### config.mk
export PLATFORM = sky130hd
export DESIGN_NAME = acc_ctrl
export DESIGN_NICKNAME = d
export VERILOG_FILES = /design/src/verilog/acc_ctrl.v
export VERILOG_INCLUDE_DIRS = /design/src /design/src/verilog
export SDC_FILE = /design/constraint.sdc
export NUM_CORES = 1
export LEC_CHECK = 0
export BUFFER_PORTS_ARGS = -buffer_cell sky130_fd_sc_hd__clkbuf_2
export CORE_ASPECT_RATIO = 1.1
export CORE_UTILIZATION = 46
export DETAILED_ROUTE_END_ITERATION = 7
export PLACE_DENSITY = 0.82
export SLEW_MARGIN = 5
export SYNTH_ARGS = -nofsm -noshare
export SYNTH_HDL_FRONTEND = slang
export SYNTH_SLANG_ARGS = --single-unit
### constraint.sdc
create_clock -name MCLK -period 3.8 [get_ports MCLK]
set_input_delay 0.57 -clock MCLK [delete_from_list [all_inputs] [get_ports MCLK]]
set_output_delay 0.57 -clock MCLK [all_outputs]
set_load 0.01 [all_outputs]
### src/verilog/acc_map.vh
// register map and field positions for the comparator channel control block
// assumes a 32-bit avalon-mm slave with word addresses in bytes
`ifndef ACC_MAP_VH
`define ACC_MAP_VH

`define ACC_ADDR_W        4
`define ACC_OFS_CTRL      4'h0
`define ACC_OFS_STAT      4'h4
`define ACC_OFS_IRQ_STAT  4'h8
`define ACC_OFS_IRQ_MASK  4'hC

`define ACC_CTRL_WMASK    16'hF2D3
`define ACC_CTRL_RESET    16'h0000

`define ACC_BIT_ON        15
`define ACC_BIT_OE        14
`define ACC_BIT_POL       13
`define ACC_BIT_LPWR      12
`define ACC_BIT_EVT       9
`define ACC_BIT_OUT       8
`define ACC_EDGE_HI       7
`define ACC_EDGE_LO       6
`define ACC_BIT_PSEL      4
`define ACC_NSEL_HI       1
`define ACC_NSEL_LO       0

`define ACC_EDGE_NONE     2'h0
`define ACC_EDGE_RISE     2'h1
`define ACC_EDGE_FALL     2'h2
`define ACC_EDGE_ANY      2'h3

`define ACC_NSEL_B        2'h0
`define ACC_NSEL_C        2'h1
`define ACC_NSEL_D        2'h2
`define ACC_NSEL_HALFBG   2'h3

`define ACC_IRQ_EVENT     0

`define ACC_STAT_EVT      9
`define ACC_STAT_OUT      0
`endif

### src/verilog/acc_ctrl.v
// comparator channel control: settings, result sync, edge events, irq
// assumes analog core drives CMP_RAW asynchronously; avalon-mm master on MCLK
`timescale 1ns/100ps
`include "acc_map.vh"

// What this block does
// - comparator_on bit enables the comparator channel; clear disables it.
// - result_pin_drive bit puts result on result pin; clear keeps it internal.
// - result bit is one when positive exceeds negative; polarity_invert reverses.
// - low_power_select set tells analog core to run low power.
// - control bits 11 and 10 read zero and ignore writes.
// - selected event sets event flag; flag blocks further events until cleared.
// - edge select 11 signals events on any output change.
// - edge select 10: falling edges, or rising when inverted.
// - edge select 01: rising edges, or falling when inverted.
// - positive_input_select picks internal reference when set, input A otherwise.
// - negative select 11 half bandgap, 10 input D, 01 input C.
// - result pin comes straight from the comparator, unsynchronised.
// - event flag and result bit mirrored read-only into shared status.
module acc_ctrl (
    input  wire        MCLK,
    input  wire        RST_N,
    input  wire [3:0]  AVS_ADDRESS,
    input  wire        AVS_READ,
    input  wire        AVS_WRITE,
    input  wire [31:0] AVS_WRITEDATA,
    input  wire [3:0]  AVS_BYTEENABLE,
    output reg  [31:0] AVS_READDATA,
    output wire        AVS_WAITREQUEST,
    input  wire        CMP_RAW,
    output wire        CMP_ENABLE,
    output wire        CMP_LOW_POWER,
    output wire        POS_SEL_REF,
    output wire [1:0]  NEG_SEL,
    output wire        RESULT_PIN,
    output wire        RESULT_PIN_OE,
    output wire        EVENT_TRIGGER,
    output wire        IRQ
);

    // widths of the control word and its byte lanes
    localparam CTRL_W   = 16;
    localparam LANE_W   = 8;
    localparam LANES    = 2;
    // lane that carries the event flag, and the lane of the irq registers
    localparam EVT_LANE = 1;
    localparam IRQ_LANE = 0;

    // register state
    reg  [CTRL_W-1:0] ctrl_q;
    wire [CTRL_W-1:0] ctrl_d;
    reg               evt_q;
    reg               evt_d;
    reg               out_q;
    wire              out_d;
    reg               sync1_q;
    reg               sync2_q;
    reg               prev_q;
    wire              prev_d;
    reg               trig_q;
    wire              trig_d;
    reg               irq_stat_q;
    reg               irq_stat_d;
    reg               irq_mask_q;
    reg               irq_mask_d;
    reg               ack_q;
    wire              ack_d;
    reg  [31:0]       rdata_d;
    reg  [31:0]       stat_word;
    reg  [31:0]       irq_stat_word;
    reg  [31:0]       irq_mask_word;

    // decoded bus strobes
    wire              bus_req;
    wire              wr_acc;
    wire              rd_start;
    wire              at_ctrl;
    wire              at_irq_stat;
    wire              at_irq_mask;
    wire              ctrl_wr;
    wire              irq_stat_wr;
    wire              irq_mask_wr;
    wire [LANES-1:0]  lane_we;
    wire [CTRL_W-1:0] ctrl_wmask;
    wire [CTRL_W-1:0] wdata_m;

    // event path
    reg  [CTRL_W-1:0] ctrl_rd;
    wire              res_now;
    wire              rise;
    wire              fall;
    wire              hit;
    wire              evt_set;
    wire              evt_clr_wr;
    wire [1:0]        edge_sel;
    wire              pol;
    wire              chan_on;

    function sel_hit;
        input [3:0] a;
        input [3:0] ofs;
        begin
            sel_hit = (a == ofs);
        end
    endfunction

    // edges are judged on the polarity-adjusted result, so inversion swaps their sense
    function edge_hit;
        input [1:0] sel;
        input       up;
        input       down;
        begin
            case (sel)
                `ACC_EDGE_NONE: edge_hit = 1'b0;
                `ACC_EDGE_RISE: edge_hit = up;
                `ACC_EDGE_FALL: edge_hit = down;
                `ACC_EDGE_ANY:  edge_hit = up | down;
                default:        edge_hit = 1'b0;
            endcase
        end
    endfunction

    // address decode, shared by the write strobes
    assign at_ctrl     = sel_hit(AVS_ADDRESS, `ACC_OFS_CTRL);
    assign at_irq_stat = sel_hit(AVS_ADDRESS, `ACC_OFS_IRQ_STAT);
    assign at_irq_mask = sel_hit(AVS_ADDRESS, `ACC_OFS_IRQ_MASK);

    // one wait cycle per access keeps readdata registered
    assign bus_req         = AVS_READ | AVS_WRITE;
    assign AVS_WAITREQUEST = bus_req & ~ack_q;
    assign ack_d           = bus_req & ~ack_q;
    assign wr_acc          = AVS_WRITE & ack_q;
    assign rd_start        = AVS_READ & ~ack_q;
    assign ctrl_wr         = wr_acc & at_ctrl;
    assign irq_stat_wr     = wr_acc & at_irq_stat;
    assign irq_mask_wr     = wr_acc & at_irq_mask;
    assign ctrl_wmask      = `ACC_CTRL_WMASK;
    assign wdata_m         = AVS_WRITEDATA[CTRL_W-1:0] & ctrl_wmask;

    always @(posedge MCLK or negedge RST_N) begin
        if (!RST_N) begin
            ack_q <= 1'b0;
        end else begin
            ack_q <= ack_d;
        end
    end

    // control word written lane by lane through the write mask
    genvar lane;
    generate
        for (lane = 0; lane < LANES; lane = lane + 1) begin : g_lane
            assign lane_we[lane] = ctrl_wr & AVS_BYTEENABLE[lane];
            assign ctrl_d[lane*LANE_W +: LANE_W] = lane_we[lane] ?
                wdata_m[lane*LANE_W +: LANE_W] :
                ctrl_q[lane*LANE_W +: LANE_W];
        end
    endgenerate

    always @(posedge MCLK or negedge RST_N) begin
        if (!RST_N) begin
            ctrl_q <= `ACC_CTRL_RESET;
        end else begin
            ctrl_q <= ctrl_d;
        end
    end

    // channel settings straight from the control word
    assign chan_on       = ctrl_q[`ACC_BIT_ON];
    assign pol           = ctrl_q[`ACC_BIT_POL];
    assign edge_sel      = ctrl_q[`ACC_EDGE_HI:`ACC_EDGE_LO];
    assign CMP_ENABLE    = chan_on;
    assign CMP_LOW_POWER = ctrl_q[`ACC_BIT_LPWR];
    assign POS_SEL_REF   = ctrl_q[`ACC_BIT_PSEL];
    assign NEG_SEL       = ctrl_q[`ACC_NSEL_HI:`ACC_NSEL_LO];
    assign RESULT_PIN_OE = ctrl_q[`ACC_BIT_OE];
    // pin path bypasses the synchroniser, so comparator glitches reach the pad
    assign RESULT_PIN    = (CMP_RAW ^ pol) & chan_on;

    // two-stage synchroniser; only the second stage feeds logic
    always @(posedge MCLK or negedge RST_N) begin
        if (!RST_N) begin
            sync1_q <= 1'b0;
        end else begin
            sync1_q <= CMP_RAW;
        end
    end

    always @(posedge MCLK or negedge RST_N) begin
        if (!RST_N) begin
            sync2_q <= 1'b0;
        end else begin
            sync2_q <= sync1_q;
        end
    end

    // result forced low while off; events are gated by the enable as well
    assign res_now = (sync2_q ^ pol) & chan_on;
    assign rise    = res_now & ~prev_q;
    assign fall    = ~res_now & prev_q;
    assign prev_d  = res_now;
    assign out_d   = res_now;
    assign hit     = edge_hit(edge_sel, rise, fall);
    assign evt_set = hit & ~evt_q & chan_on;
    assign trig_d  = evt_set;

    always @(posedge MCLK or negedge RST_N) begin
        if (!RST_N) begin
            prev_q <= 1'b0;
        end else begin
            prev_q <= prev_d;
        end
    end

    always @(posedge MCLK or negedge RST_N) begin
        if (!RST_N) begin
            out_q <= 1'b0;
        end else begin
            out_q <= out_d;
        end
    end

    always @(posedge MCLK or negedge RST_N) begin
        if (!RST_N) begin
            trig_q <= 1'b0;
        end else begin
            trig_q <= trig_d;
        end
    end

    assign EVENT_TRIGGER = trig_q;

    // event flag: software writes its lane; a hardware set in the same cycle wins
    assign evt_clr_wr = ctrl_wr & AVS_BYTEENABLE[EVT_LANE];

    always @* begin
        evt_d = evt_q;
        if (evt_set) begin
            evt_d = 1'b1;
        end else if (evt_clr_wr) begin
            evt_d = AVS_WRITEDATA[`ACC_BIT_EVT];
        end
    end

    always @(posedge MCLK or negedge RST_N) begin
        if (!RST_N) begin
            evt_q <= 1'b0;
        end else begin
            evt_q <= evt_d;
        end
    end

    // sticky status, write one to clear; a set in the same cycle wins
    always @* begin
        irq_stat_d = irq_stat_q;
        if (evt_set) begin
            irq_stat_d = 1'b1;
        end else if (irq_stat_wr && AVS_BYTEENABLE[IRQ_LANE] && AVS_WRITEDATA[`ACC_IRQ_EVENT]) begin
            irq_stat_d = 1'b0;
        end
    end

    always @(posedge MCLK or negedge RST_N) begin
        if (!RST_N) begin
            irq_stat_q <= 1'b0;
        end else begin
            irq_stat_q <= irq_stat_d;
        end
    end

    always @* begin
        irq_mask_d = irq_mask_q;
        if (irq_mask_wr && AVS_BYTEENABLE[IRQ_LANE]) begin
            irq_mask_d = AVS_WRITEDATA[`ACC_IRQ_EVENT];
        end
    end

    always @(posedge MCLK or negedge RST_N) begin
        if (!RST_N) begin
            irq_mask_q <= 1'b0;
        end else begin
            irq_mask_q <= irq_mask_d;
        end
    end

    // level interrupt, held until status is cleared or masked
    assign IRQ = irq_stat_q & irq_mask_q;

    // control readback: masked storage with live flag and result bits
    always @* begin
        ctrl_rd = ctrl_q & ctrl_wmask;
        ctrl_rd[`ACC_BIT_EVT] = evt_q;
        ctrl_rd[`ACC_BIT_OUT] = out_q;
    end

    // status words; the shared status only mirrors, it keeps no storage
    always @* begin
        stat_word = 32'h00000000;
        stat_word[`ACC_STAT_EVT] = evt_q;
        stat_word[`ACC_STAT_OUT] = out_q;
    end

    always @* begin
        irq_stat_word = 32'h00000000;
        irq_stat_word[`ACC_IRQ_EVENT] = irq_stat_q;
    end

    always @* begin
        irq_mask_word = 32'h00000000;
        irq_mask_word[`ACC_IRQ_EVENT] = irq_mask_q;
    end

    // read mux; unmapped offsets read zero
    always @* begin
        case (AVS_ADDRESS)
            `ACC_OFS_CTRL: begin
                rdata_d = {16'h0000, ctrl_rd};
            end
            `ACC_OFS_STAT: begin
                rdata_d = stat_word;
            end
            `ACC_OFS_IRQ_STAT: begin
                rdata_d = irq_stat_word;
            end
            `ACC_OFS_IRQ_MASK: begin
                rdata_d = irq_mask_word;
            end
            default: begin
                rdata_d = 32'h00000000;
            end
        endcase
    end

    // readdata loads in the wait cycle and then holds until the next read,
    // so the master may take it at the edge where waitrequest is low
    always @(posedge MCLK or negedge RST_N) begin
        if (!RST_N) begin
            AVS_READDATA <= 32'h00000000;
        end else if (rd_start) begin
            AVS_READDATA <= rdata_d;
        end
    end

endmodule

* Word level (Yosys, flattened, before mapping)
Cells that the tools add are included.
** Word-level totals
- Register bits :: 50
- Latch bits :: 0
- Bits in writable memories :: 0
- Bits in read-only memories :: 0
- Input port bits :: 45
- Output and inout bits :: 42
- Memories :: 0
** Cells by class
- Add/sub/neg operators :: 0
- Multiply operators :: 0
- Divide/modulo/power cells :: 0
- Order comparisons :: 0
- Eq/ne operators :: 6
- Shifts and indexed selects :: 0
- Muxes and demuxes :: 6
- Bitwise logic cells :: 23
- Reductions and logical operators :: 7
** Operators by type and width (number)
- $pmux W16 S4 :: 1
- $and A1 B1 Y1 :: 15
- $eq A4 B4 Y1 const B :: 2
- $eq A2 B2 Y1 const B :: 2
- $eq A4 B3 Y1 const B :: 1
- $logic_not A4 Y1 :: 1
- $mux W1 :: 4
- $not A1 Y1 :: 4
- $pmux W1 S4 :: 1
- $reduce_bool A2 Y1 :: 2
- $logic_and A1 B1 Y1 :: 3
- $eq A2 B1 Y1 const B :: 1
- $logic_not A2 Y1 :: 1
- $or A1 B1 Y1 :: 2
- $xor A1 B1 Y1 :: 2

* Longest topological paths before layout
Gate-level depths: netlist of run 1.
- Depth in word-level cells :: 9
- Gate-level depth with buffers :: 7
- Gate-level depth less buffers :: 7

* Worst setup path after synthesis of run 1
No wires, ideal clock.
- Path kind :: input -> register
- Start point :: input port AVS_ADDRESS[2]
- End point :: register ctrl_q[12]
- Data arrival time :: 1.722 ns
- Required time :: 3.675 ns
- Slack :: 1.953 ns
- Stages on the path :: 4
- Path through :: buf_6 or4_4 nor2_4 mux2_2
** Between the ends
- Longest elaborated chain between the ends :: 3
** Ends and longest elaborated chain
- start, declared :: line acc_ctrl.v:23 : input wire [3:0] AVS_ADDRESS,
- $logic_not A4 Y1 :: line acc_ctrl.v:103 : sel_hit = (a == ofs);
- $and A1 B1 Y1 :: line acc_ctrl.v:134 : assign ctrl_wr = wr_acc & at_ctrl;
- $and A1 B1 Y1 :: line acc_ctrl.v:152 : assign lane_we[lane] = ctrl_wr & AVS_BYTEENABLE[lane];
- end signal, assigned :: line acc_ctrl.v:161 : ctrl_q <= `ACC_CTRL_RESET;
- end signal, assigned :: line acc_ctrl.v:163 : ctrl_q <= ctrl_d;
- end, declared :: line acc_ctrl.v:50 : reg [CTRL_W-1:0] ctrl_q;
No other way between the ends.
A chain may end at the register's enable or synchronous reset.

* Final worst setup path of run 1
- Start point :: register ctrl_q[13]
- End point :: output port RESULT_PIN
** Between the ends
- Longest elaborated chain between the ends :: 2
** Ends and longest elaborated chain
- $xor A1 B1 Y1 :: line acc_ctrl.v:177 : assign RESULT_PIN = (CMP_RAW ^ pol) & chan_on;
- $and A1 B1 Y1 :: line acc_ctrl.v:177
- end, declared :: line acc_ctrl.v:35 : output wire RESULT_PIN,
No other way between the ends.

==> impl.org, run 1 <==
** Synthesis
- In this run the mean area of a mapped cell was 10.88 sq um.
- Number of different library cells in the post-synthesis netlist :: 31
- Number of flops mapped to enable cells by yosys :: 0
- Portion of the post-synthesis area used by sequential elements :: 49.17%
- After synthesis, the largest family of logic cells by area is buffers and inverters.
- Area of the mapped netlist :: 1425 sq um
- Mux contribution to synthesized area :: 10.62%
- The synthesized design contains 28 register bits.
- FFs w/ async S/R, synth :: 100.0%
- Top flip-flop cell by instance count after synthesis :: dfrtp_1
- Synthesis handed over a netlist of 131 instances.
- The synthesized netlist devotes 7.726% of its cell area to compound gates.
- Of the total synthesized cell area, the portion taken by AND, OR, NAND and NOR gates is 14.22%.
- Ys Warns :: 0
- Summing the areas of all xor and xnor instances in the mapped netlist gives 1.229% of the synthesized area.
- After Yosys synthesis, full adders, half adders and majority gates account for 1.756% of the synthesized area.

** CTS
- CTS tree :: built
- Number of buffers created by CTS :: 3
- Worst-case clock buffer depth :: 2
- Clock Latency Late Sink :: 0.32 ns
- Quantity of gates resized following cts :: 0
- After clock tree synthesis, the flow added hold-fix buffers numbering 0.
- The tree is rooted in a clkbuf_4.
- Clock-pin slew was measured on the worst setup and hold paths at 0.14 ns.
- The clock drives 28 sinks.
- Setup Fix Bufs, Post-CTS :: 0
- In this run the number of H-tree levels came out at 1.

** Final layout
- Footprint of the flip-flops and latches :: 700.7 sq um
- Ratio of cells with drive above 1 in the final layout :: 35.29%
- Layout-stage area growth over the synthesis result :: 11.68%
- Multi-input combinational cell area :: 585.6 sq um
- After the flow finishes, the layout carries non-filler instances totaling 203.
- At the end of the flow, the number of nets in the layout was 218.
- After routing the design area is 1592 sq um.
- Antenna cell count :: 0
- Counting the fill cells in the layout gives 277.

** Power and ir drop
- Internal :: 0.4285 mW
- For this design the ratio of total power to cell area is 371.6 nW/um^2.
- In this run, the combinational gates consume 17.8% of the power.
- Max rail drop VDD :: 0.0002797 V
- Clock share of power :: 24.0%
- In this run the static leakage power is 0.8649 nW.
- Flop pwr share :: 58.2%
- Switching power summed over all nets :: 0.1629 mW
- Switching fraction of total power :: 27.54%
- The design draws 0.5914 mW.

** Timing
- Setup repair after global routing left no endpoint under its margin.
- Final hold violation count :: 0
- Headroom to the max-slew limit :: 49.52%
- Crit share post-route :: 46.88%
- Worst-Margin Slew :: 0.7509 ns
- Final slew viol count :: 0
- Final Setup Violations :: 0
- Tmin final :: 1.782 ns
- Based on the critical path, the design can be clocked at up to 561.3 MHz.
- Setup total negative slack on the finished layout was measured at 0 ns.
- Setup skew after layout :: 0.004356 ns
- Smallest setup slack after layout :: 2.018 ns

** Detailed routing
- After detailed routing, the average wire length per cell comes to 11.82 um.
- Total wire length :: 2399 um
- First DRT Iteration DRCs :: 24
- Via count of the routed design :: 983
- The first TritonRoute pass finished after 4 iterations.
- Remaining antenna violation count :: 0
- Using the TritonRoute via totals, the vias-per-cell ratio works out to 4.842.
- In the routed design, unresolved DRC markers number 0.

** Floorplan
- Starting density of the core :: 49.96%
- Total die area :: 3325 sq um
- From bottom edge to top edge, the die measures 60.38 um.
- The core region is 2853 sq um.
- Row generation in the floorplan step produced 20 rows.
- Pin placement for this block handled 87 I/O pins.
- Horizontal extent of the die :: 55.07 um

** Worst setup path
- Master of the slowest instance on the critical path :: dfrtp_1
- Worst Setup Start Kind :: flop
- Top Family by Delay on Critical Path :: flip-flops
- At the worst endpoint, the required time is 3.23 ns.
- Worst path arrival time :: 1.21 ns
- Critical path's largest stage delay :: 0.45 ns
- Maximum net fanout on the critical path :: 4
- Counting both buffers and inverters, the worst setup path holds a total of 1.
- The critical path goes through xor2_1 -> and2_1 -> clkbuf_2.
- The worst setup path is captured at an output pin.
- Kind of critical path :: reg -> out

** Flow run
- The tool flagged a number of max-cap violations equal to 0.

** Placed design
- Number of input and output port buffers inserted :: 41
- Final weighted congestion in routability-driven placement :: 0.7127
- Post-DP HPWL :: 1898 um
- Once placement completed, the tool counted placed cells totaling 199.
- After detailed placement, the total cell area comes to 1555 sq um.
- OpenSTA, run right after detailed placement, puts the worst setup slack at 1.826 ns.

** GRT
- Entering global routing, the biggest net connects 29 pins.
- Overall fraction of global-route tracks in use :: 17.15%
- Total gr overflow :: 0
- The number of antenna violations at the first check in global routing was 0.
- Number of global-route vias before repair :: 963
- Wire length of the first global-routing pass :: 4098 um

** Worst hold path
- Kind of path behind the tightest hold check :: in -> async

** Outcome
- Status :: complete, no violations
[kinds of logic (layout without fill, tap and decap cells)]
logic type	Yosys count	after routing
multiplexers	12	12
AND/OR/NAND/NOR	37	37
flip-flops	28	28
buffers and inverters	32	51
AO/OA/AOI/OAI	17	17
adder cells (fa/ha/maj)	2	2
XOR/XNOR	2	2
other	1	21
[power groups by stage]
stage / combinational (mW) / sequential (mW) / clock (mW)
3_3_place_gp: 0.102 / 0.348 / 0
6_report: 0.105 / 0.344 / 0.142
2_1_floorplan: 0.0829 / 0.349 / 0
3_5_place_dp: 0.106 / 0.350 / 0
5_1_grt: 0.119 / 0.349 / 0.158
4_1_cts: 0.106 / 0.344 / 0.147
[worst paths after layout]
check / from / to / slack, ns / depth (start not counted)
max: ctrl_q[13]$_DFFE_PN0P_ / RESULT_PIN / 2.02 / 3
min in group MCLK: CMP_RAW / sync1_q$_DFF_PN0_ / 0.37 / 1
max reg2reg: ctrl_q[13]$_DFFE_PN0P_ / evt_q$_DFFE_PN0P_ / 2.19 / 7
min: RST_N / AVS_READDATA[0]$_DFFE_PN0P_ / 0.24 / 1
min reg2reg: sync1_q$_DFF_PN0_ / sync2_q$_DFF_PN0_ / 0.37 / 0
max in group asynchronous: RST_N / AVS_READDATA[12]$_DFFE_PN0P_ / 3.14 / 1
[routing by layer]
| layer | GRT usage, % | wire, um |
|---|---|---|
| met1 | 21.31 | 993 |
| met2 | 29.78 | 1233 |
| met3 | 3.509 | 136 |
| met4 | 5.000 | 36 |
| met5 | 0 | 0 |
[flip-flops by register name (all words and copies together) (netlist names)]
name           flops
AVS_READDATA      11
ctrl_q             9
EVENT_TRIGGER      1
ack_q              1
evt_q              1
irq_mask_q         1
irq_stat_q         1
out_q              1
sync1_q            1
sync2_q            1
[cell type report]
| class | instances | area share [%] |
|---|---|---|
| clock buffer | 4 | 2.280 |
| timing repair buffer | 41 | 12.89 |
| tap | 33 | 2.594 |
| sequential | 28 | 44.03 |
| multi-input combinational | 91 | 36.79 |
| inverter | 6 | 1.415 |
[cells in the final DEF, fill, tap and decap left out, drive strengths merged, types with 2 or more instances in the layout]
master and instances:
xor2 2, nand2b 2, o41ai 2, mux2i 2
nand3 3, clkbuf 45, nor2 4, inv 6
nor3 2, dfrtp 28, nand2 20, and2 2
o21ai 9, ha 2, conb 21, mux2 10
[cell usage after synthesis, types with 2 or more instances]
cell type  count  area (sq um)
dfrtp_1       28         700.7
xor2_1         2         17.52
o21ai_0        9         45.04
nor2_1         2         7.510
and2_1         2         12.51
buf_4         23         172.7
mux2_2         5         56.30
mux2_4         5         75.07
clkbuf_1       2         7.510
mux2i_1        2         20.02
inv_1          6         22.52
ha_1           2         25.02
nand3_1        3         15.01
nand2_1       20         75.07
nor3_1         2         10.01
o41ai_1        2         17.52
nand2b_1       2         12.51
[stage by stage]
step / hold WS, ns / utilization [%]
2_1_floorplan: 0.2744 / -
3_3_place_gp: 0.3325 / 54.52
3_5_place_dp: 0.3464 / 54.52
4_1_cts: 0.2662 / 55.79
5_1_grt: 0.2843 / 55.79
6_report: 0.2425 / 55.79
[worst register-to-register path, cell delays in order, from the launching register on]
cell	delay, ns
dfrtp_1	0.45
xor2_1	0.17
nand2_1	0.09
inv_1	0.06
ha_1	0.17
a21o_1	0.17
o2111ai_1	0.17
o311ai_0	0.19
Note: power is estimated with default switching activity, not from simulation.
==> run 2: changes to the inputs <==
--- a/config.mk
+++ b/config.mk
@@ -8,9 +8,9 @@
 export LEC_CHECK = 0
 export BUFFER_PORTS_ARGS = -buffer_cell sky130_fd_sc_hd__clkbuf_2
 export CORE_ASPECT_RATIO = 1.1
-export CORE_UTILIZATION = 46
+export CORE_UTILIZATION = 38
 export DETAILED_ROUTE_END_ITERATION = 7
-export PLACE_DENSITY = 0.82
+export PLACE_DENSITY = 0.72
 export SLEW_MARGIN = 5
 export SYNTH_ARGS = -nofsm -noshare
 export SYNTH_HDL_FRONTEND = slang
==> constraint.sdc (replaced) <==
create_clock -name MCLK -period 1.5 [get_ports MCLK]
set_input_delay 0.225 -clock MCLK [delete_from_list [all_inputs] [get_ports MCLK]]
set_output_delay 0.225 -clock MCLK [all_outputs]
set_load 0.01 [all_outputs]
==> impl.org, run 2 (synthesized netlist as in run 1, its figures left out) <==
** Outcome
- The run finished with clean final reports.

** Power and ir drop
- Switching power summed over all nets :: 0.4305 mW
- The clock network accounts for 28.7% of the total power.
- Combinational power share :: 19.4%
- Total power of the final layout :: 1.676 mW
- For this design the static power due to leakage is 0.9407 nW.
- Power spread over the standard cell area amounts to 939.6 nW/um^2.
- The worst-case IR drop observed on VDD is 0.0004138 V.
- Of the total power, registers draw 51.9%.
- Switching fraction of total power :: 25.68%
- Internal :: 1.246 mW

** Worst setup path
- Slack of the worst reg-to-reg path :: 0.05 ns
- Startpoint of the most critical register-to-register path :: ctrl_q[13]$_DFFE_PN0P_
- Kind of critical path :: reg -> out
- Crit-path cells :: buf_6 -> xor2_1 -> and2_1 -> clkbuf_2
- Measured in cells, the most critical reg-to-reg path has a length of 8.
- Reg2reg end :: irq_stat_q$_DFFE_PN0P_
- Worst path arrival time :: 1.24 ns
- Master of the slowest instance on the critical path :: dfrtp_1
- Maximum net fanout on the critical path :: 3
- Critical path's largest stage delay :: 0.42 ns
- The worst setup path is captured at an output pin.
- The worst setup path is launched from a flop.
- For the worst setup path, the data required time is 1.27 ns.

** Placed design
- Detailed placement finished with a half-perimeter wire length of 1980 um.
- Final weighted congestion in routability-driven placement :: 0.7596
- During placement, the flow inserted port buffers numbering 41.

** Timing
- Worst-Margin Slew :: 0.6689 ns
- Setup repair after global routing could not meet its margin everywhere.
- Max frequency :: 683.9 MHz
- The total count of hold-check failures in the final report came to 0.
- Subtracting the final worst setup slack from the clock period gives 1.462 ns.
- Hold is met by 0.1260 ns.
- Final Setup Violations :: 0
- Headroom to the max-slew limit :: 55.41%
- The worst path uses 97.49% of the clock period.
- Between clock sinks in the finished design, the worst skew comes to 0.001691 ns.
- The count of pins over their slew limit was 0.

** GRT
- Number of antenna violations at the first check in global routing :: 0
- Maximum number of pins on one net before global-route repair :: 29
- Wire length of the first global-routing pass :: 4043 um
- Total gr overflow :: 0
- The via count of the first global-routing pass came to 971.
- Overall fraction of global-route tracks in use :: 13.36%

** Floorplan
- After floorplanning, the core was sized to cover 3468 sq um.
- The die is 66.23 um tall.
- For this design the top-level I/O count stands at 87.
- The floorplan has 22 rows.
- For this configuration, the core starts out at a cell density of 41.09%.
- In this run the horizontal extent of the chip is 60.39 um.
- The floorplan step defined a die boundary enclosing 4000 sq um.

** CTS
- Root buf cell :: clkbuf_4
- Worst-case clock buffer depth :: 2
- Number of levels the H-tree was split into :: 1
- Number of buffers created by CTS :: 3
- Clock-pin slew was measured on the worst setup and hold paths at 0.14 ns.
- CTS tree :: built
- TritonCTS sink count :: 28
- The clock reaches the later pin of the worst-skew pair after 0.32 ns.

** Detailed routing
- Total wire length :: 2503 um
- First DRT Iteration DRCs :: 20
- Before antenna repair, the detailed router went through 3 iterations.
- Routed wire per std cell :: 10.74 um
- In the routed layout, each cell is associated on average with a via count of 4.300.
- Remaining antenna violation count :: 0
- DR DRC count :: 0
- Via count of the routed design :: 1,002

** Final layout
- Commonest non-fill, non-tap cells in the layout :: 41 x clkbuf_2, 28 x dfrtp_1, 21 x conb_1
- The largest registers in the layout are AVS_READDATA: 11 flops, ctrl_q: 9 flops.
- The number of antenna diodes in the final layout is 0.
- Number of flip-flops in the largest register :: 11
- Register with the most flip-flops :: AVS_READDATA
- Ratio of cells with drive above 1 in the final layout :: 42.16%
- Compared with the post-synthesis result, the final layout area differs by 25.20%.
- Leaving out fill and tap cells, the most frequent cell in the layout is clkbuf_2.
- NumNets Final :: 233

** Worst hold path
- Hold endpoint :: ctrl_q[13]$_DFFE_PN0P_
- The worst hold path passes through 2 cells.
- In this run the most critical hold path is launched from AVS_WRITEDATA[13].
- The path class of the tightest hold or removal check is in -> reg.

** Flow run
- The tool flagged a number of max-cap violations equal to 0.
-- run 2: changes by cell type in the layout (fill, tap and decap cells not counted), sizes merged --
cell         before  now
bufinv            0    1
dlygate4sd3       0    2
clkbuf           45   44
buf               0   13
-- run 2: routing by layer --
layer	vias to the layer above	GRT usage, %	wire length (um)
met5	-	0	0
met4	0	2.616	12
met3	2	1.957	126
met2	43	23.76	1273
met1	455	16.79	1091
li1	502	-	-
-- run 2: worst max path at each step --
stage	slack [ns]	from	to
finish	0.04	ctrl_q[13]$_DFFE_PN0P_	RESULT_PIN
detailed placement	-0.11	AVS_ADDRESS[1]	ctrl_q[6]$_DFFE_PN0P_
global route	-0.03	ctrl_q[13]$_DFFE_PN0P_	RESULT_PIN
CTS	0.003	ctrl_q[13]$_DFFE_PN0P_	irq_stat_q$_DFFE_PN0P_
floorplan	0.01	AVS_ADDRESS[2]	ctrl_q[0]$_DFFE_PN0P_
global placement	-0.1	AVS_ADDRESS[1]	ctrl_q[6]$_DFFE_PN0P_
-- run 2: worst max-delay path: cells and delay by family (launching register included) --
kind / cells / cell delay (ns)
xor+xnor: 1 / 0.13
buf+inv: 2 / 0.25
flops: 1 / 0.42
simple gates: 1 / 0.13
-- run 2: area by class of cell --
type | instances | area [sq um]
fillers | 339 | 1684
multi-input cells | 91 | 621.8
inverters | 6 | 22.52
flip-flops and latches | 28 | 700.7
well taps | 48 | 60.06
repair buffers | 56 | 326.6
clock buffers | 3 | 22.52
clock inverters | 1 | 30.03
-- run 2: timing repair --
item	in CTS	in global routing
endpoints found under the hold margin	28	1
hold buffers	1	1
gates cloned	0	0
gates resized for setup	2	6
buffers inserted	0	1
pin swaps	2	4
setup endpoints to repair	4	4
-- run 2: power by group through the flow --
stage          sequential [mW]  clock, mW  combinational [mW]
5_1_grt                  0.880      0.534               0.362
4_1_cts                  0.868      0.508               0.310
2_1_floorplan            0.884          0               0.210
3_3_place_gp             0.879          0               0.298
3_5_place_dp             0.881          0               0.303
6_report                 0.870      0.481               0.325
-- run 2: per-stage QoR --
step	setup TNS [ns]	instance area [sq um]	setup slack [ns]	util, %	std cells
floorplan	0	1500	0.01152	-	151
global placement	-0.8155	1664	-0.09637	47.98	226
CTS	0	1737	0.003028	50.07	231
finish	0	1784	0.03770	51.44	233
global route	-0.03734	1784	-0.02725	51.44	233
detailed placement	-0.8676	1664	-0.1054	47.98	226
==> run 3: changes to the inputs <==
--- a/config.mk
+++ b/config.mk
@@ -8,9 +8,9 @@
 export LEC_CHECK = 0
 export BUFFER_PORTS_ARGS = -buffer_cell sky130_fd_sc_hd__clkbuf_2
 export CORE_ASPECT_RATIO = 1.1
-export CORE_UTILIZATION = 38
+export CORE_UTILIZATION = 42
 export DETAILED_ROUTE_END_ITERATION = 7
-export PLACE_DENSITY = 0.72
+export PLACE_DENSITY = 0.75
 export SLEW_MARGIN = 5
 export SYNTH_ARGS = -nofsm -noshare
 export SYNTH_HDL_FRONTEND = slang
==> constraint.sdc (replaced) <==
create_clock -name MCLK -period 1.6 [get_ports MCLK]
set_input_delay 0.08 -clock MCLK [delete_from_list [all_inputs] [get_ports MCLK]]
set_output_delay 0.08 -clock MCLK [all_outputs]
set_load 0.01 [all_outputs]
==> impl.org, run 3 (synthesized netlist as in run 1, its figures left out) <==
** Outcome
- Status :: finished with violations
- The final reports fail on DRC.

** Power and ir drop
- For this design the static power due to leakage is 0.9531 nW.
- Max rail drop VDD :: 0.0004605 V
- Total power of the final layout :: 1.466 mW
- Power spread over the standard cell area amounts to 820.7 nW/um^2.

** GRT
- Number of antenna violations at the first check in global routing :: 0
- Maximum number of pins on one net before global-route repair :: 29
- Number of global-route vias before repair :: 1,000
- Overall fraction of global-route tracks in use :: 16.85%
- Global routing finished with a remaining overflow of 0.
- Wire length of the first global-routing pass :: 4747 um

** Timing
- Headroom to the max-slew limit :: 53.95%
- Final Setup Violations :: 0
- Setup skew after layout :: 0.01114 ns
- Final hold violation count :: 0
- The routed design could run at a clock period as short as 1.437 ns.
- At the pin with the least slew margin, the transition time is 0.6908 ns.
- Setup total negative slack on the finished layout was measured at 0 ns.
- Max frequency :: 695.7 MHz
- Setup repair after global routing left no endpoint under its margin.
- Crit share post-route :: 89.83%
- Final slew viol count :: 0

** Final layout
- Compared with the post-synthesis result, the final layout area differs by 25.37%.
- Antenna cell count :: 0
- Largest registers ranked by flip-flop count :: AVS_READDATA: 11 flops, ctrl_q: 9 flops
- Most common cell after layout, fill and taps aside :: clkbuf_2
- Register with the most flip-flops :: AVS_READDATA
- After routing the design area is 1787 sq um.
- Of the cells placed in the final design, the portion with a size suffix greater than 1 is 34.74%.
- After the last flow step, the layout net total stands at 238.
- In the layout the commonest cells are 41 x clkbuf_2, 28 x dfrtp_1, 21 x conb_1.
- The register with the most flip-flops in the layout has 11 of them.

** Worst setup path
- The critical path goes through xor2_1 -> nand2_1 -> inv_1 -> ha_1 -> a21o_1 -> o2111ai_2 -> o311ai_1.
- Worst path arrival time :: 1.64 ns
- Maximum net fanout on the critical path :: 3
- Data required time at the worst endpoint :: 1.80 ns
- Kind of end point of the critical path :: flop
- Master of the slowest instance on the critical path :: dfrtp_1
- STA classifies the critical path startpoint as a flop.
- The critical path in this run is classified as reg -> reg.
- Critical path's largest stage delay :: 0.42 ns

** Placed design
- The placed instances occupy a cell area of 1594 sq um.
- Final weighted congestion in routability-driven placement :: 0.7253
- Input and output buffers added on the ports amount to 41.
- Post-DP HPWL :: 2043 um

** Detailed routing
- In the detailed route, the total length drawn on met2 is 1411 um.
- The first routing iteration left 17 violations.
- In this run the remaining antenna-violating nets after routing total 0.
- Wires add up to 2766 um.
- Via count of the routed design :: 1,085
- For this block, wires on met1 add up to 1196 um.
- Routed wire per std cell :: 12.35 um
- For this run, the detailed router's first-pass iteration total came to 6.
- In the routed design, unresolved DRC markers number 2.
- Met3 wire length :: 120 um
- The highest metal layer carrying signal wires in the routed design is met4.
- After detailed routing, the number of vias per cell comes to 4.844.

** Floorplan
- The initialized floorplan defines 21 standard-cell rows.
- Area of the core :: 3127 sq um
- Pin placement for this block handled 87 I/O pins.
- The floorplan step set the die width to 57.54 um.
- For this configuration, the core starts out at a cell density of 45.58%.
- The die covers 3630 sq um.
- Overall die height :: 63.10 um

** CTS
- Setup Fix Bufs, Post-CTS :: 0
- Clock slew at the register clock pins of the worst setup and hold paths :: 0.15 ns
- Number of buffers created by CTS :: 3
- The clock reaches the later pin of the worst-skew pair after 0.33 ns.
- In this run the number of H-tree levels came out at 1.
- CTS saw 28 sinks.
- Worst-case clock buffer depth :: 2
- TritonCTS built the clock tree.
- In this run the clock root is driven by a clkbuf_4.

** Worst hold path
- Kind of path behind the tightest hold check :: in -> reg

** Flow run
- Number of maximum-capacitance constraint violations :: 0
==> run 3: cell types whose count changed in the layout (fill, tap and decap cells not counted), moves of 2 or more <==
cell,previous run,this run
buf_4,12,5
ha_4,2,0
dlygate4sd3_1,2,15
ha_1,0,2
==> run 3: metal layers <==
metal,global-route usage [%],vias to the layer above
met3,1.232,4
li1,-,513
met1,21.76,527
met5,0,-
met2,29.07,41
met4,6.402,0
==> run 3: metrics by stage <==
stage          std cells  setup WS, ns  hold WS [ns]  util, %
6_report             224        0.1627       0.02581    57.14
5_1_grt              224       0.05146       0.07131    57.14
4_1_cts              223       0.03348       0.01375    56.62
3_5_place_dp         205       0.05844        0.1551    50.98
3_3_place_gp         205       0.08838        0.1353    50.98
2_1_floorplan        151        0.1645       -0.2156        -
==> run 3: area by class of cell <==
class                           instances  area, sq um
Sequential cell                        28        700.7
Fill cell                             266         1340
Clock buffer                            4        36.28
Inverter                                6        22.52
Timing Repair Buffer                   61        392.9
Multi-Input combinational cell         91        591.8
Tap cell                               34        42.54
==> run 3: path summary, 6_finish.rpt <==
check,startpoint,end,slack (ns),cells after the start
setup / recovery,ctrl_q[13]$_DFFE_PN0P_,evt_q$_DFFE_PN0P_,0.16,7
hold / removal,AVS_WRITE,ack_q$_DFF_PN0_,0.03,3
setup reg to reg,ctrl_q[13]$_DFFE_PN0P_,evt_q$_DFFE_PN0P_,0.16,7
hold reg to reg,sync1_q$_DFF_PN0_,sync2_q$_DFF_PN0_,0.39,0
max in group asynchronous,RST_N,AVS_READDATA[13]$_DFFE_PN0P_,0.85,2
min in group asynchronous,RST_N,ack_q$_DFF_PN0_,0.30,2
==> run 3: timing repair <==
item	4_1_cts	5_1_grt
gates resized for setup	0	2
setup endpoints to repair	0	1
hold buffers	14	1
endpoints found under the hold margin	40	1
==> run 3: worst max-delay path: cells and delay by family, from the launching register on <==
kind	cells	cell delay (ns)
AOI/OAI and AO/OA	3	0.43
DFF	1	0.42
adders and majority gates	1	0.17
xor gates and xnor gates	1	0.16
and+or+nand+nor	1	0.08
buffers and inverters	1	0.06
==> run 3: report_power, final <==
part	internal [mW]	leakage [nW]	switching (mW)
clock	0.139	0.0210	0.203
combinational	0.151	0.562	0.157
sequential	0.766	0.370	0.0495
total	1.06	0.953	0.410
